File: src/inc/hpac_params.svh
`ifndef HPAC_PARAMS_SVH
`define HPAC_PARAMS_SVH

// Register offsets
`define HPAC_ADDR_LEFT_CTRL     8'hD0
`define HPAC_ADDR_LEFT_GAIN     8'hD1
`define HPAC_ADDR_RIGHT_CTRL    8'hD2
`define HPAC_ADDR_RIGHT_GAIN    8'hD3
`define HPAC_ADDR_DETECT_CTRL   8'hD4
`define HPAC_ADDR_OUTPUT_CFG    8'hD5
`define HPAC_ADDR_SUPPLY_KEY    8'hD7

// Channel control field positions
`define HPAC_CTL_ON_BIT         7
`define HPAC_CTL_SILENCE_BIT    6
`define HPAC_CTL_GLIDE_BIT      5
`define HPAC_CTL_ZC_BIT         4
`define HPAC_CTL_DRIVE_BIT      3
`define HPAC_CTL_FLOOR_BIT      2

// Detect control field positions
`define HPAC_DET_STEREO_EN_BIT  7
`define HPAC_DET_LOAD_EN_BIT    6
`define HPAC_DET_RIGHT_LOAD_BIT 2
`define HPAC_DET_LEFT_LOAD_BIT  1
`define HPAC_DET_STEREO_BIT     0

// Output config field positions
`define HPAC_CFG_SUPPLY_BIT     4
`define HPAC_CFG_BALANCED_BIT   0

// Reset values and codes
`define HPAC_CTL_RESET          6'h10
`define HPAC_LEFT_GAIN_RESET    6'h3B
`define HPAC_RIGHT_GAIN_RESET   6'h3B
`define HPAC_GAIN_UNITY         6'h3B
`define HPAC_GAIN_MIN           6'h15
`define HPAC_GAIN_MAX           6'h3F
`define HPAC_SUPPLY_KEY_CODE    8'hC3

// Timing
`define HPAC_CLK_PERIOD_NS      100
`define HPAC_RAMP_STEP_NS       10000
`define HPAC_RAMP_STEP_CYC      ((`HPAC_RAMP_STEP_NS + `HPAC_CLK_PERIOD_NS - 1) / `HPAC_CLK_PERIOD_NS)

`endif

File: src/inc/hpac_pkg.sv
package hpac_pkg;
	typedef logic [5:0] hpac_gain_t;
	typedef logic [7:0] hpac_byte_t;

	// Gain update behaviour of one channel
	typedef enum logic [1:0] {
		HPAC_UPD_IDLE  = 2'b00,
		HPAC_UPD_GLIDE = 2'b01,
		HPAC_UPD_ZC    = 2'b10
	} hpac_upd_e;
endpackage

File: src/inc/hpac_gain_if.sv
`timescale 1ns/1ns
`default_nettype none
interface hpac_gain_if;
	import hpac_pkg::*;
	hpac_gain_t target;
	logic       glide;
	logic       zero_seen;
	logic       zc;
	hpac_gain_t applied;

	modport ctrl (output target, output glide, output zc, output zero_seen, input applied);
	modport path (input target, input glide, input zc, input zero_seen, output applied);
endinterface
`default_nettype wire

File: src/verilog/hpac_regs.sv
`timescale 1ns/1ns
`default_nettype none
`include "hpac_params.svh"
// Function
// (RQ1) Gain code steps 1.5 dB; code 0x15 is -57.0 dB.
// (RQ2) Codes 0x00 to 0x14 are reserved; software avoids them, no gain meaning.
// (RQ3) Gain rises monotonically; 0x3B is 0 dB, 0x3F is +6.0 dB.
// (RQ4) Right gain uses same encoding, resets to 0x3B.
// (RQ5) Right control bit 7 enables amplifier, resets off.
// (RQ6) Right control bit 6 mutes, resets muted.
// (RQ7) Bit 5 set glides gain stepwise; clear applies new gain at once.
// (RQ8) Glide overrides zero-cross update when both set.
// (RQ9) Bit 4 with glide off defers gain change until audio crosses zero.
// (RQ10) Bit 3 drives output when set, high impedance when clear; resets zero.
// (RQ11) Bit 2 forces minimum gain regardless of programmed code.
// (RQ12) Detect register bit 6 enables load sensing on both channels.
// (RQ13) Read-only load status: bit 2 right, bit 1 left, one means load.
// (RQ14) Read-only bit 0 reports stereo load, resets zero.
// (RQ15) Output config bit 4: zero charge pump, one direct single supply.
// (RQ16) Output config bit 0: zero single-ended, one differential.
// (RQ17) Supply bit write needs key 0xC3 written to key register first.
// (RQ18) Left control register mirrors right control bits, mute resets one.
// (RQ19) Reserved gain codes stored and read back unchanged, no clamping.
// (RQ20) Detect register bit 7 is read-write stereo sensing enable, resets zero.
module hpac_regs (
	input  wire logic            ref_clk_in,
	input  wire logic            nrst_in,
	input  wire logic [7:0]      addr_in,
	input  wire hpac_pkg::hpac_byte_t wdata_in,
	input  wire logic            wr_in,
	input  wire logic            rd_in,
	output logic [7:0]           rdata_out,
	input  wire logic            left_load_cmp_in,
	input  wire logic            right_load_cmp_in,
	input  wire logic            stereo_cmp_in,
	input  wire logic            left_audio_sign_in,
	input  wire logic            right_audio_sign_in,
	output logic                 left_amplifier_on_out,
	output logic                 left_silence_out,
	output logic                 left_output_drive_out,
	output hpac_pkg::hpac_gain_t left_gain_code_out,
	output logic                 right_amplifier_on_out,
	output logic                 right_silence_out,
	output logic                 right_output_drive_out,
	output hpac_pkg::hpac_gain_t right_gain_code_out,
	output logic                 load_sense_on_out,
	output logic                 stereo_sense_on_out,
	output logic                 direct_supply_select_out,
	output logic                 balanced_output_select_out
);
	import hpac_pkg::*;

	// Channel 0 is left, channel 1 is right
	logic [7:2]  chan_ctrl [2];
	hpac_gain_t  chan_gain [2];
	logic        stereo_sense_on;
	logic        load_sense_on;
	logic        direct_supply_select;
	logic        balanced_output_select;
	logic        supply_bit_key;
	logic [1:0]  load_seen;
	logic        stereo_load_seen;
	logic [2:0]  cmp_meta;
	logic [2:0]  cmp_sync;
	logic [1:0]  sign_meta;
	logic [1:0]  sign_sync;
	logic [1:0]  sign_prev;
	logic [7:0]  next_rdata;
	hpac_gain_t  applied [2];
	logic [1:0]  sign_raw;

	hpac_gain_if gif [2] ();

	// Address decode for write strobes
	function automatic logic hit(input logic [7:0] a, input logic [7:0] ref_addr, input logic strobe);
		hit = strobe && (a == ref_addr);
	endfunction

	// Gain delivered to the path: floor override or programmed code
	function automatic hpac_gain_t eff_gain(input logic [7:2] ctl, input hpac_gain_t code);
		if (ctl[`HPAC_CTL_FLOOR_BIT]) begin
			eff_gain = `HPAC_GAIN_MIN; // [RQ11]
		end else begin
			eff_gain = code; // [RQ19]
		end
	endfunction

	// Readback of a channel control register; low two bits are reserved
	function automatic logic [7:0] ctl_byte(input logic [7:2] ctl);
		ctl_byte = {ctl, 2'b00};
	endfunction

	// Readback of a gain register; top two bits are reserved
	function automatic logic [7:0] gain_byte(input hpac_gain_t code);
		gain_byte = {2'b00, code};
	endfunction

	assign sign_raw = {right_audio_sign_in, left_audio_sign_in};

	// Two-flop synchronisers for comparator pins
	always_ff @(posedge ref_clk_in or negedge nrst_in) begin
		if (!nrst_in) begin
			cmp_meta <= 3'h0;
			cmp_sync <= 3'h0;
		end else begin
			cmp_meta <= {stereo_cmp_in, right_load_cmp_in, left_load_cmp_in};
			cmp_sync <= cmp_meta;
		end
	end

	// Two-flop synchronisers for audio sign
	always_ff @(posedge ref_clk_in or negedge nrst_in) begin
		if (!nrst_in) begin
			sign_meta <= 2'h0;
			sign_sync <= 2'h0;
		end else begin
			sign_meta <= sign_raw;
			sign_sync <= sign_meta;
		end
	end

	// Previous synced sign; resets to the idle pin level so no false crossing follows reset
	always_ff @(posedge ref_clk_in or negedge nrst_in) begin
		if (!nrst_in) begin
			sign_prev <= 2'h0;
		end else begin
			sign_prev <= sign_sync;
		end
	end

	// Per-channel control and gain registers
	generate
		for (genvar ch = 0; ch < 2; ch++) begin : g_chan
			localparam logic [7:0] CTRL_ADDR = (ch == 0) ? `HPAC_ADDR_LEFT_CTRL : `HPAC_ADDR_RIGHT_CTRL;
			localparam logic [7:0] GAIN_ADDR = (ch == 0) ? `HPAC_ADDR_LEFT_GAIN : `HPAC_ADDR_RIGHT_GAIN;
			localparam logic [5:0] GAIN_RST  = (ch == 0) ? `HPAC_LEFT_GAIN_RESET : `HPAC_RIGHT_GAIN_RESET;

			// Control bits: on, silence, glide, zero cross, drive, floor
			always_ff @(posedge ref_clk_in or negedge nrst_in) begin
				if (!nrst_in) begin
					chan_ctrl[ch] <= `HPAC_CTL_RESET; // [RQ5] [RQ6] [RQ10] [RQ18]
				end else if (hit(addr_in, CTRL_ADDR, wr_in)) begin
					chan_ctrl[ch] <= wdata_in[7:2]; // [RQ18]
				end
			end

			// Gain code, stored as written
			always_ff @(posedge ref_clk_in or negedge nrst_in) begin
				if (!nrst_in) begin
					chan_gain[ch] <= GAIN_RST; // [RQ4]
				end else if (hit(addr_in, GAIN_ADDR, wr_in)) begin
					chan_gain[ch] <= wdata_in[5:0]; // [RQ19] [RQ2]
				end
			end

			// Feed the gain path
			assign gif[ch].target    = eff_gain(chan_ctrl[ch], chan_gain[ch]); // [RQ11]
			assign gif[ch].glide     = chan_ctrl[ch][`HPAC_CTL_GLIDE_BIT]; // [RQ7]
			assign gif[ch].zc        = chan_ctrl[ch][`HPAC_CTL_ZC_BIT]; // [RQ9]
			assign gif[ch].zero_seen = sign_sync[ch] ^ sign_prev[ch]; // [RQ9]
			assign applied[ch]       = gif[ch].applied;

			hpac_gain_path u_path (
				.ref_clk_in    (ref_clk_in),
				.nrst_in       (nrst_in),
				.reset_code_in (GAIN_RST),
				.gif           (gif[ch])
			);
		end
	endgenerate

	// Stereo sensing enable, a plain read-write bit
	always_ff @(posedge ref_clk_in or negedge nrst_in) begin
		if (!nrst_in) begin
			stereo_sense_on <= 1'b0;
		end else if (hit(addr_in, `HPAC_ADDR_DETECT_CTRL, wr_in)) begin
			stereo_sense_on <= wdata_in[`HPAC_DET_STEREO_EN_BIT]; // [RQ20]
		end
	end

	// Load sensing enable, shared by both channels
	always_ff @(posedge ref_clk_in or negedge nrst_in) begin
		if (!nrst_in) begin
			load_sense_on <= 1'b0;
		end else if (hit(addr_in, `HPAC_ADDR_DETECT_CTRL, wr_in)) begin
			load_sense_on <= wdata_in[`HPAC_DET_LOAD_EN_BIT]; // [RQ12]
		end
	end

	// Load status; zero from one cycle after sensing turns off, so a stale result can read back for that one cycle
	always_ff @(posedge ref_clk_in or negedge nrst_in) begin
		if (!nrst_in) begin
			load_seen <= 2'h0;
		end else begin
			load_seen <= load_sense_on ? cmp_sync[1:0] : 2'h0; // [RQ13] [RQ12]
		end
	end

	// Stereo status, gated by its own enable
	always_ff @(posedge ref_clk_in or negedge nrst_in) begin
		if (!nrst_in) begin
			stereo_load_seen <= 1'b0;
		end else begin
			stereo_load_seen <= stereo_sense_on & cmp_sync[2]; // [RQ14]
		end
	end

	// Supply key: armed by the code, spent by the next config write
	always_ff @(posedge ref_clk_in or negedge nrst_in) begin
		if (!nrst_in) begin
			supply_bit_key <= 1'b0;
		end else if (hit(addr_in, `HPAC_ADDR_SUPPLY_KEY, wr_in)) begin
			supply_bit_key <= (wdata_in == `HPAC_SUPPLY_KEY_CODE); // [RQ17]
		end else if (hit(addr_in, `HPAC_ADDR_OUTPUT_CFG, wr_in)) begin
			supply_bit_key <= 1'b0;
		end
	end

	// Output mode bit, writable at any time
	always_ff @(posedge ref_clk_in or negedge nrst_in) begin
		if (!nrst_in) begin
			balanced_output_select <= 1'b0; // [RQ16]
		end else if (hit(addr_in, `HPAC_ADDR_OUTPUT_CFG, wr_in)) begin
			balanced_output_select <= wdata_in[`HPAC_CFG_BALANCED_BIT]; // [RQ16]
		end
	end

	// Supply bit; an unkeyed write leaves the supply scheme alone
	always_ff @(posedge ref_clk_in or negedge nrst_in) begin
		if (!nrst_in) begin
			direct_supply_select <= 1'b0; // [RQ15]
		end else if (hit(addr_in, `HPAC_ADDR_OUTPUT_CFG, wr_in) && supply_bit_key) begin
			direct_supply_select <= wdata_in[`HPAC_CFG_SUPPLY_BIT]; // [RQ15] [RQ17]
		end
	end

	// Read mux
	always_comb begin
		next_rdata = 8'h00;
		case (addr_in)
			`HPAC_ADDR_LEFT_CTRL:   next_rdata = ctl_byte(chan_ctrl[0]);
			`HPAC_ADDR_LEFT_GAIN:   next_rdata = gain_byte(chan_gain[0]);
			`HPAC_ADDR_RIGHT_CTRL:  next_rdata = ctl_byte(chan_ctrl[1]);
			`HPAC_ADDR_RIGHT_GAIN:  next_rdata = gain_byte(chan_gain[1]);
			`HPAC_ADDR_DETECT_CTRL: next_rdata = {stereo_sense_on, load_sense_on, 3'b000,
				load_seen[1], load_seen[0], stereo_load_seen}; // [RQ13] [RQ14]
			`HPAC_ADDR_OUTPUT_CFG:  next_rdata = {3'b000, direct_supply_select, 3'b000, balanced_output_select};
			default:                next_rdata = 8'h00;
		endcase
	end

	// Read data stands one cycle after the strobe, zero otherwise
	always_ff @(posedge ref_clk_in or negedge nrst_in) begin
		if (!nrst_in) begin
			rdata_out <= 8'h00;
		end else begin
			rdata_out <= rd_in ? next_rdata : 8'h00;
		end
	end

	// Left amplifier enable
	always_ff @(posedge ref_clk_in or negedge nrst_in) begin
		if (!nrst_in) begin
			left_amplifier_on_out <= 1'b0;
		end else begin
			left_amplifier_on_out <= chan_ctrl[0][`HPAC_CTL_ON_BIT]; // [RQ18]
		end
	end

	// Left mute, starts muted
	always_ff @(posedge ref_clk_in or negedge nrst_in) begin
		if (!nrst_in) begin
			left_silence_out <= 1'b1;
		end else begin
			left_silence_out <= chan_ctrl[0][`HPAC_CTL_SILENCE_BIT]; // [RQ18]
		end
	end

	// Left output drive request
	always_ff @(posedge ref_clk_in or negedge nrst_in) begin
		if (!nrst_in) begin
			left_output_drive_out <= 1'b0;
		end else begin
			left_output_drive_out <= chan_ctrl[0][`HPAC_CTL_DRIVE_BIT]; // [RQ18]
		end
	end

	// Left applied gain
	always_ff @(posedge ref_clk_in or negedge nrst_in) begin
		if (!nrst_in) begin
			left_gain_code_out <= `HPAC_LEFT_GAIN_RESET;
		end else begin
			left_gain_code_out <= applied[0]; // [RQ1] [RQ3]
		end
	end

	// Right amplifier enable
	always_ff @(posedge ref_clk_in or negedge nrst_in) begin
		if (!nrst_in) begin
			right_amplifier_on_out <= 1'b0;
		end else begin
			right_amplifier_on_out <= chan_ctrl[1][`HPAC_CTL_ON_BIT]; // [RQ5]
		end
	end

	// Right mute, starts muted
	always_ff @(posedge ref_clk_in or negedge nrst_in) begin
		if (!nrst_in) begin
			right_silence_out <= 1'b1;
		end else begin
			right_silence_out <= chan_ctrl[1][`HPAC_CTL_SILENCE_BIT]; // [RQ6]
		end
	end

	// Right output drive request
	always_ff @(posedge ref_clk_in or negedge nrst_in) begin
		if (!nrst_in) begin
			right_output_drive_out <= 1'b0;
		end else begin
			right_output_drive_out <= chan_ctrl[1][`HPAC_CTL_DRIVE_BIT]; // [RQ10]
		end
	end

	// Right applied gain
	always_ff @(posedge ref_clk_in or negedge nrst_in) begin
		if (!nrst_in) begin
			right_gain_code_out <= `HPAC_RIGHT_GAIN_RESET;
		end else begin
			right_gain_code_out <= applied[1]; // [RQ4]
		end
	end

	// Detect enable outputs
	always_ff @(posedge ref_clk_in or negedge nrst_in) begin
		if (!nrst_in) begin
			load_sense_on_out   <= 1'b0;
			stereo_sense_on_out <= 1'b0;
		end else begin
			load_sense_on_out   <= load_sense_on; // [RQ12]
			stereo_sense_on_out <= stereo_sense_on; // [RQ20]
		end
	end

	// Supply and output mode outputs
	always_ff @(posedge ref_clk_in or negedge nrst_in) begin
		if (!nrst_in) begin
			direct_supply_select_out   <= 1'b0;
			balanced_output_select_out <= 1'b0;
		end else begin
			direct_supply_select_out   <= direct_supply_select; // [RQ15]
			balanced_output_select_out <= balanced_output_select; // [RQ16]
		end
	end
endmodule
`default_nettype wire

File: src/verilog/hpac_gain_path.sv
`timescale 1ns/1ns
`default_nettype none
`include "hpac_params.svh"
module hpac_gain_path (
	input  wire logic       ref_clk_in,
	input  wire logic       nrst_in,
	input  wire logic [5:0] reset_code_in,
	hpac_gain_if.path       gif
);
	import hpac_pkg::*;

	localparam logic [15:0] STEP_CYC = 16'(`HPAC_RAMP_STEP_CYC);

	hpac_upd_e  state;
	logic [15:0] step_cnt;
	logic        loaded;

	// Update mode follows target; glide outranks zero cross
	always_ff @(posedge ref_clk_in or negedge nrst_in) begin
		if (!nrst_in) begin
			state <= HPAC_UPD_IDLE;
		end else begin
			case (state)
				HPAC_UPD_IDLE: begin
					if (loaded && gif.target != gif.applied) begin
						if (gif.glide) begin
							state <= HPAC_UPD_GLIDE; // [RQ7] [RQ8]
						end else if (gif.zc) begin
							state <= HPAC_UPD_ZC; // [RQ9]
						end
					end
				end
				HPAC_UPD_GLIDE: begin
					if (gif.target == gif.applied || !gif.glide) begin
						state <= HPAC_UPD_IDLE;
					end
				end
				HPAC_UPD_ZC: begin
					if (gif.glide || gif.zero_seen || !gif.zc || gif.target == gif.applied) begin
						state <= HPAC_UPD_IDLE;
					end
				end
				default: state <= HPAC_UPD_IDLE;
			endcase
		end
	end

	// Step interval timer for gliding
	always_ff @(posedge ref_clk_in or negedge nrst_in) begin
		if (!nrst_in) begin
			step_cnt <= 16'h0000;
		end else if (state != HPAC_UPD_GLIDE || step_cnt == STEP_CYC - 16'h0001) begin
			step_cnt <= 16'h0000;
		end else begin
			step_cnt <= step_cnt + 16'h0001;
		end
	end

	// Load reset code once after release
	always_ff @(posedge ref_clk_in or negedge nrst_in) begin
		if (!nrst_in) begin
			loaded <= 1'b0;
		end else begin
			loaded <= 1'b1;
		end
	end

	// Applied gain code, one 1.5 dB step per glide interval
	always_ff @(posedge ref_clk_in or negedge nrst_in) begin
		if (!nrst_in) begin
			gif.applied <= `HPAC_GAIN_UNITY; // Equals both reset codes, so no dip after release
		end else if (!loaded) begin
			gif.applied <= reset_code_in;
		end else begin
			case (state)
				HPAC_UPD_IDLE: begin
					if (!gif.glide && !gif.zc) begin
						gif.applied <= gif.target; // [RQ7]
					end
				end
				HPAC_UPD_GLIDE: begin
					if (step_cnt == STEP_CYC - 16'h0001) begin
						if (gif.target > gif.applied) begin
							gif.applied <= gif.applied + 6'h01; // [RQ7] [RQ3]
						end else if (gif.target < gif.applied) begin
							gif.applied <= gif.applied - 6'h01; // [RQ7]
						end
					end
				end
				HPAC_UPD_ZC: begin
					if (!gif.glide && (gif.zero_seen || !gif.zc)) begin
						gif.applied <= gif.target; // [RQ9]
					end
				end
				default: gif.applied <= gif.applied;
			endcase
		end
	end
endmodule
`default_nettype wire

File: config.mk
export PLATFORM = sky130hd
export DESIGN_NAME = hpac_regs
export DESIGN_NICKNAME = d
export VERILOG_FILES = /design/src/inc/hpac_pkg.sv /design/src/inc/hpac_gain_if.sv /design/src/verilog/hpac_regs.sv /design/src/verilog/hpac_gain_path.sv
export VERILOG_INCLUDE_DIRS = /design/src /design/src/inc
export SDC_FILE = /design/constraint.sdc
export NUM_CORES = 1
export LEC_CHECK = 0
export ABC_AREA = 1
export BUFFER_PORTS_ARGS = -buffer_cell sky130_fd_sc_hd__buf_2
export CAP_MARGIN = 20
export CORE_ASPECT_RATIO = 1.2
export CORE_MARGIN = 4
export CORE_UTILIZATION = 65
export CTS_CLUSTER_DIAMETER = 150
export DETAILED_ROUTE_END_ITERATION = 6
export PLACE_DENSITY = 0.86
export SLEW_MARGIN = 20
export SYNTH_ARGS = -nofsm -noshare
export SYNTH_HDL_FRONTEND = slang
export SYNTH_SLANG_ARGS = --single-unit
export TNS_END_PERCENT = 50
File: constraint.sdc
create_clock -name ref_clk_in -period 4.35 [get_ports ref_clk_in]
set_clock_uncertainty 0.15 [all_clocks]
set_input_delay 0 -clock ref_clk_in [delete_from_list [all_inputs] [get_ports ref_clk_in]]
set_output_delay 0 -clock ref_clk_in [all_outputs]
set_load 0.01 [all_outputs]
### Yosys cells after proc, flatten, opt, wreduce, memory -nomap -nowiden

Index checks and enable logic that the tools add are counted.
W data, S select, Z words.

| cells by class | value |
|---|---|
| add/sub/neg operators | 6 |
| magnitude comparators | 4 |
| equal/unequal tests | 38 |
| muxes and demuxes | 35 |
| bitwise logic cells | 3 |
| reduce and logical (&&, ||, !) cells | 37 |

Operators by type and width:

| operator | count |
|---|---|
| $mux W6 | 14 |
| $eq A8 B8 Y1 const B | 8 |
| $pmux W8 S6 | 1 |
| $pmux W6 S3 | 2 |
| $add A16 B1 Y16 const B | 2 |
| $eq A16 B7 Y1 const B | 2 |
| $mux W16 | 2 |
| $ne A3 B3 Y1 const B | 8 |
| $mux W2 | 11 |
| $ne A2 B1 Y1 const B | 8 |
| $ne A4 B4 Y1 const B | 4 |
| $logic_and A1 B1 Y1 | 14 |
| $add A6 B1 Y6 const B | 2 |
| $eq A6 B6 Y1 | 2 |
| $gt A6 B6 Y1 | 2 |
| $logic_or A1 B1 Y1 | 12 |
| $lt A6 B6 Y1 | 2 |
| $ne A6 B6 Y1 | 2 |
| $pmux W2 S3 | 2 |
| $sub A6 B1 Y6 const B | 2 |
| $reduce_and A5 Y1 | 2 |
| $mux W8 | 1 |
| $reduce_and A4 Y1 | 2 |
| $eq A2 B1 Y1 const B | 2 |
| other kinds (7) | 14 |

| storage, ports and cells | value |
|---|---|
| register bits | 123 |
| input port bits | 25 |
| output and inout bits | 30 |
| word-level logic and storage cells | 159 |

### Logic depth before layout (Yosys ltp)

| depth | value |
|---|---|
| word-level depth | 7 |
| gate-level depth with buffers | 18 |
| gate-level depth less buffers | 17 |

### Hierarchy

A second synthesis with hierarchy kept.

| unflattened totals | value |
|---|---|
| cell total of the unflattened synthesis | 786 |
| area total of the unflattened synthesis | 6,663.9 µm² |

Modules (own cells, without submodules):

| module | times used | cells each | area each (µm²) | sequential area each (µm²) |
|---|---|---|---|---|
| hpac_regs | 1 | 280 | 2,966.6 | 1,881.8 |
| hpac_gain_path at g_chan[0].u_path | 1 | 252 | 1,854.3 | 631.9 |
| hpac_gain_path at g_chan[1].u_path | 1 | 254 | 1,843.0 | 631.9 |

### Least setup slack after synthesis

No wires, ideal clock.

| timing path | value |
|---|---|
| path type | flip-flop to flip-flop |
| from | register chan_ctrl[0] (netlist name) |
| to | register g_chan[1].u_path.gif.applied[3] |
| library setup time | 0.084 ns |
| arrival | 2.527 ns |
| required time | 4.116 ns |
| setup slack | 1.589 ns |
| cell stages (with the launch flop) | 18 |
| path buffers | 1 |
| period minus slack after synthesis | 2.761 ns |
| cell sequence | dfrtp_1 clkbuf_1 or2_2 ha_1 nand2_1 nor2_1 nand2_1 nand3_1 nand2_1 ha_1 nand2_1 inv_1 a21oi_1 and2_1 o21ai_0 nand3_1 nand2_1 o21ai_0 |

| on the way | value |
|---|---|
| cells in the longest elaborated chain, start to end | 6 |
| elaborated cells between the ends (all ways) | 11 |
| those cells by class | order compare: 2; eq/ne: 1; mux: 7; reduce/logical: 1 |

Ends and longest elaborated chain:

| what | RTL line | RTL |
|---|---|---|
| start: declaration | hpac_regs.sv:54 | `logic [7:2] chan_ctrl [2];` |
| start signal: indexed assignment | hpac_regs.sv:141 | `` chan_ctrl[ch] <= `HPAC_CTL_RESET; `` |
| start signal: indexed assignment | hpac_regs.sv:143 | `chan_ctrl[ch] <= wdata_in[7:2];` |
| $mux W6 (*) | hpac_regs.sv:81 | `` if (ctl[`HPAC_CTL_FLOOR_BIT]) begin `` |
| $gt A6 B6 Y1 | hpac_gain_path.sv:83 | `if (gif.target > gif.applied) begin` |
| $mux W6 | hpac_gain_path.sv:83 |  |
| $mux W6 | hpac_gain_path.sv:82 | `if (step_cnt == STEP_CYC - 16'h0001) begin` |
| $pmux W6 S3 | hpac_gain_path.sv:75 | `case (state)` |
| $mux W6 | hpac_gain_path.sv:72 | `end else if (!loaded) begin` |
| end signal: assignment | hpac_gain_path.sv:71 | `` gif.applied <= `HPAC_GAIN_UNITY; `` |
| end signal: assignment | hpac_gain_path.sv:73 | `gif.applied <= reset_code_in;` |
| end signal: assignment | hpac_gain_path.sv:84 | `gif.applied <= gif.applied + 6'h01;` |
| end: declaration | hpac_gain_if.sv:12 | `modport path (input target, input glide, input zc, input zero_seen, output applied);` |

Mark *: on every way between the ends. The rest lies on a longest branch, timed or not. The select of a mux whose other input is x is not followed.
A chain may end at the register's enable or synchronous reset.

### Worst setup path in the final report

Same ends and word-level chain as after synthesis.

==> impl_results.md <==
* Area grow syn2layout at 18.7%
* Gr ovfl total at 0
* Async SR Flop Fraction at 100%
* Largest net degree at the start of global routing at 80
* Vias per cell at around 5.6
* Number of iterations in the first detailed-routing pass at 5
* Hold Crit Endpoint: rdata_out[3]
* Crit path kind: flop to flop
* Final Util at between 70% and 80%
* RSZ-0062 raised after global routing: false
* Hold_sp: addr_in[2]
* Initial antenna violation count at 0
* ANT cells at 0
* Post-CTS Setup Inserts at 0
* Synth area leaders: dfrtp_1 (35%), dfstp_2 (14%), nand2_1 (10%), inv_1 (6.1%), ha_1 (5.5%)
* Maximum VDD drop at 0.322 mV
* Core Area at 9560 um2
* FF-to-FF setup slack at roughly 1300 ps
* Cell Count, Final, Fillers Out at slightly below 1000
* Worst slew pin tran at between 900 and 1000 ps
* Register area at ~3100 um2
* Yosys top cell area share at between 30% and 40%
* Critical path's top delay family: simple AND/OR/NAND/NOR gates
* Antenna-violating nets left at 0
* Yosys cell types at 48
* Number of synthesized flops with an enable pin at 0
* Worst stage delay on the critical path at between 400 and 500 ps
* Initial core utilization at 67.0%
* Seq/Total Area, Yosys at approximately 49%
* CP Buf/Inv Count at 0
* Critical R2R Capture: g_chan[1].u_path.gif.applied[3]
* Initial DRC Count at ~340
* Final period util at ~70%
* Die X at roughly 100 um
* Mean routed wirelength per cell at ~17 um
* Post-synth top cells: nand2_1 (175), inv_1 (104), dfrtp_1 (89)
* IO Count at 55
* Slowest CP cell: dfrtp_1
* DP HPWL at ~11 mm
* Syn. warnings at 0
* First-pass GRT wire length at 26.4 mm
* Syn Inst Count at between 700 and 800
* CP required at between 4000 and 5000 ps
* #FFs+latches synth at 123
* Slew Limit Fails at 0
* Fmax at 326 MHz
* Arr. time, crit path at ~3200 ps
* Setup tns final at 0 ps
* Period minus WS final at between 3000 and 4000 ps
* Hold WC Path Type: input pin to flop
* CP startpoint kind: flop
* IO buf count at 54
* CTS tree: yes
* RR Startpoint: chan_ctrl[0]
* WHS at roughly 45 ps
* PD cells at between 400 and 500 nW/um2
* Layout cell share with drive strength beyond 1 at 22.2%
* Reg clk slew, reported paths at 60 ps
* Slew HR at between 30% and 40%
* Final hold vios at 0
* Crit path cell chain: or2_2 -> ha_1 -> nand2_1 -> nor2_1 -> nand2_1 -> nand3_1 -> nand2_1 -> ha_1 -> nand2_1 -> nand2_1 -> a21oi_1 -> nor2_1 -> o21ai_0 -> nand3_1 -> nand2_1 -> o21ai_0
* Nets at 881
* # fillers at 600
* Die ar. at around 12000 um2
* Total power at 3590 uW
* Mapped Area at roughly 6400 um2
* Vias at roughly 5400
* Final setup vio count at 0
* Cell mode on critical path: nand2_1
* Worst-Skew Late Latency at about 400 ps
* Gr usage total at just under 30%
* Synth Flop Type: dfrtp_1
* CTS Root Cell: clkbuf_16
* DRC at 0
* Leakage at roughly 0.0037 uW
* Area occupied by multi-input gates at about 2800 um2
* Avg Inst Size Synth at approximately 8.6 um2
* Hold path cells at 7
* H-tree depth at 4
* Max-Cap Viols at 0
* CTS buffer count at 17
* Cell taking the most area after synthesis: dfrtp_1
* Synth Net Count at between 700 and 800
* Row cnt at 39
* CP Capture Type: flop
* Top-count cell post-synth: nand2_1
* Clk sinks at 123
* FF-to-FF path depth at 16
* Status: finished, final reports clean
* CP max FO at 9
* Die height at between 100 and 150 um
* Placed insts at 909
* Clk buf depth at 2
* Number of global-route vias before repair at about 5600
* Routed wire length at ~16 mm
* RD Place Congestion at ~0.9
final cells by class:
type | instances | area share, %
Clock buffer | 19 | 5.83
Sequential cell | 123 | 41.1
Timing Repair Buffer | 76 | 6.45
Clock inverter | 13 | 2.54
Inverter | 111 | 5.48
Tap cell | 123 | 2.03
Multi-Input combinational cell | 497 | 36.6
sequential cells by signal, summed over array words and instances (netlist names), 2 cells and up:
signal,flops
sign_meta,2
g_chan.u_path.gif.applied,12
chan_ctrl,12
cmp_sync,3
rdata_out,8
g_chan.u_path.state,4
chan_gain,12
load_seen,2
left_gain_code_out,6
g_chan.u_path.step_cnt,32
sign_sync,2
sign_prev,2
cmp_meta,3
right_gain_code_out,6
layer usage:
layer  GRT usage [%]  vias up  part of all wire [%]
met5               0        -                     0
met1            33.2     2619                    39
met2            52.9      205                    52
met3            6.69       59                   6.3
met4            13.2        0                   3.0
li1                -     2541                     -
worst max-delay path by stage:
stage	from	end	slack, ps	cells past startpoint
finish	chan_ctrl[0]	g_chan[1].u_path.gif.applied[3]	1280	16
CTS	chan_ctrl[0]	g_chan[1].u_path.gif.applied[3]	1320	16
floorplan	chan_ctrl[0]	g_chan[1].u_path.gif.applied[3]	1590	17
detailed placement	chan_ctrl[0]	g_chan[1].u_path.gif.applied[3]	1340	16
global route	chan_ctrl[0]	g_chan[1].u_path.gif.applied[3]	1020	16
global placement	chan_ctrl[0]	g_chan[1].u_path.gif.applied[3]	1510	16
per-stage QoR:
stage | instance area, um2 | setup slack (ps)
after floorplan | 6400 | 1590
after global placement | 6750 | 1510
after detailed placement | 6750 | 1340
after CTS | 7600 | 1320
after global routing | 7600 | 1020
final | 7600 | 1280
kinds of logic (layout without fill, tap and decap cells):
group | Yosys count | in the layout | synth area share, %
compound gates | 99 | 99 | 9.52
xor+xnor | 11 | 11 | 1.50
fa+ha+maj | 30 | 30 | 6.10
buf+inv | 123 | 219 | 7.82
flops | 123 | 123 | 48.7
mux | 1 | 1 | 0.156
other cells | 1 | 1 | 0.0586
simple gates | 355 | 355 | 26.1
report_power, final:
| part | internal, uW | total (uW) | switching [uW] | leakage, uW |
|---|---|---|---|---|
| Sequential | 1300 | 1380 | 84.2 | 0.00156 |
| Combinational | 265 | 707 | 441 | 0.00185 |
| Clock | 977 | 1510 | 529 | 0.000292 |
repair_timing:
item	in CTS	in global routing
endpoints found under the setup margin	0	0
gates resized for setup	0	0
hold endpoints to repair	99	0
hold buffers	21	0
placed cells by master, fill, tap and decap left out, types with 3 or more instances in the layout:
| master | synthesis | final |
|---|---|---|
| a21oi_1 | 34 | 34 |
| buf_2 | 7 | 53 |
| bufinv_16 | 0 | 4 |
| clkbuf_16 | 0 | 17 |
| clkinv_4 | 0 | 3 |
| clkinvlp_4 | 0 | 5 |
| dfrtp_1 | 89 | 89 |
| dfstp_2 | 34 | 34 |
| dlygate4sd3_1 | 0 | 21 |
| ha_1 | 28 | 28 |
| inv_1 | 104 | 104 |
| inv_2 | 7 | 7 |
| nand2_1 | 175 | 175 |
| nand2_2 | 10 | 10 |
| nand3_1 | 36 | 36 |
| nand3_2 | 3 | 3 |
| nand4_1 | 11 | 11 |
| nor2_1 | 73 | 73 |
| nor2_2 | 4 | 4 |
| nor3_1 | 13 | 13 |
| nor3_2 | 4 | 4 |
| nor3b_1 | 4 | 4 |
| nor4_1 | 3 | 3 |
| o21ai_0 | 28 | 28 |
| o21ai_2 | 23 | 23 |
| o22ai_1 | 6 | 6 |
| xnor2_1 | 6 | 6 |
| xor2_1 | 5 | 5 |
worst register-to-register path: cells and delay by family (launching register included):
family | cells | cell delay (ps)
DFF | 1 | 460
adders and majority gates | 2 | 670
and+or+nand+nor | 11 | 1290
AOI/OAI and AO/OA | 3 | 420
No activity file was read; power rests on OpenSTA's default activity.
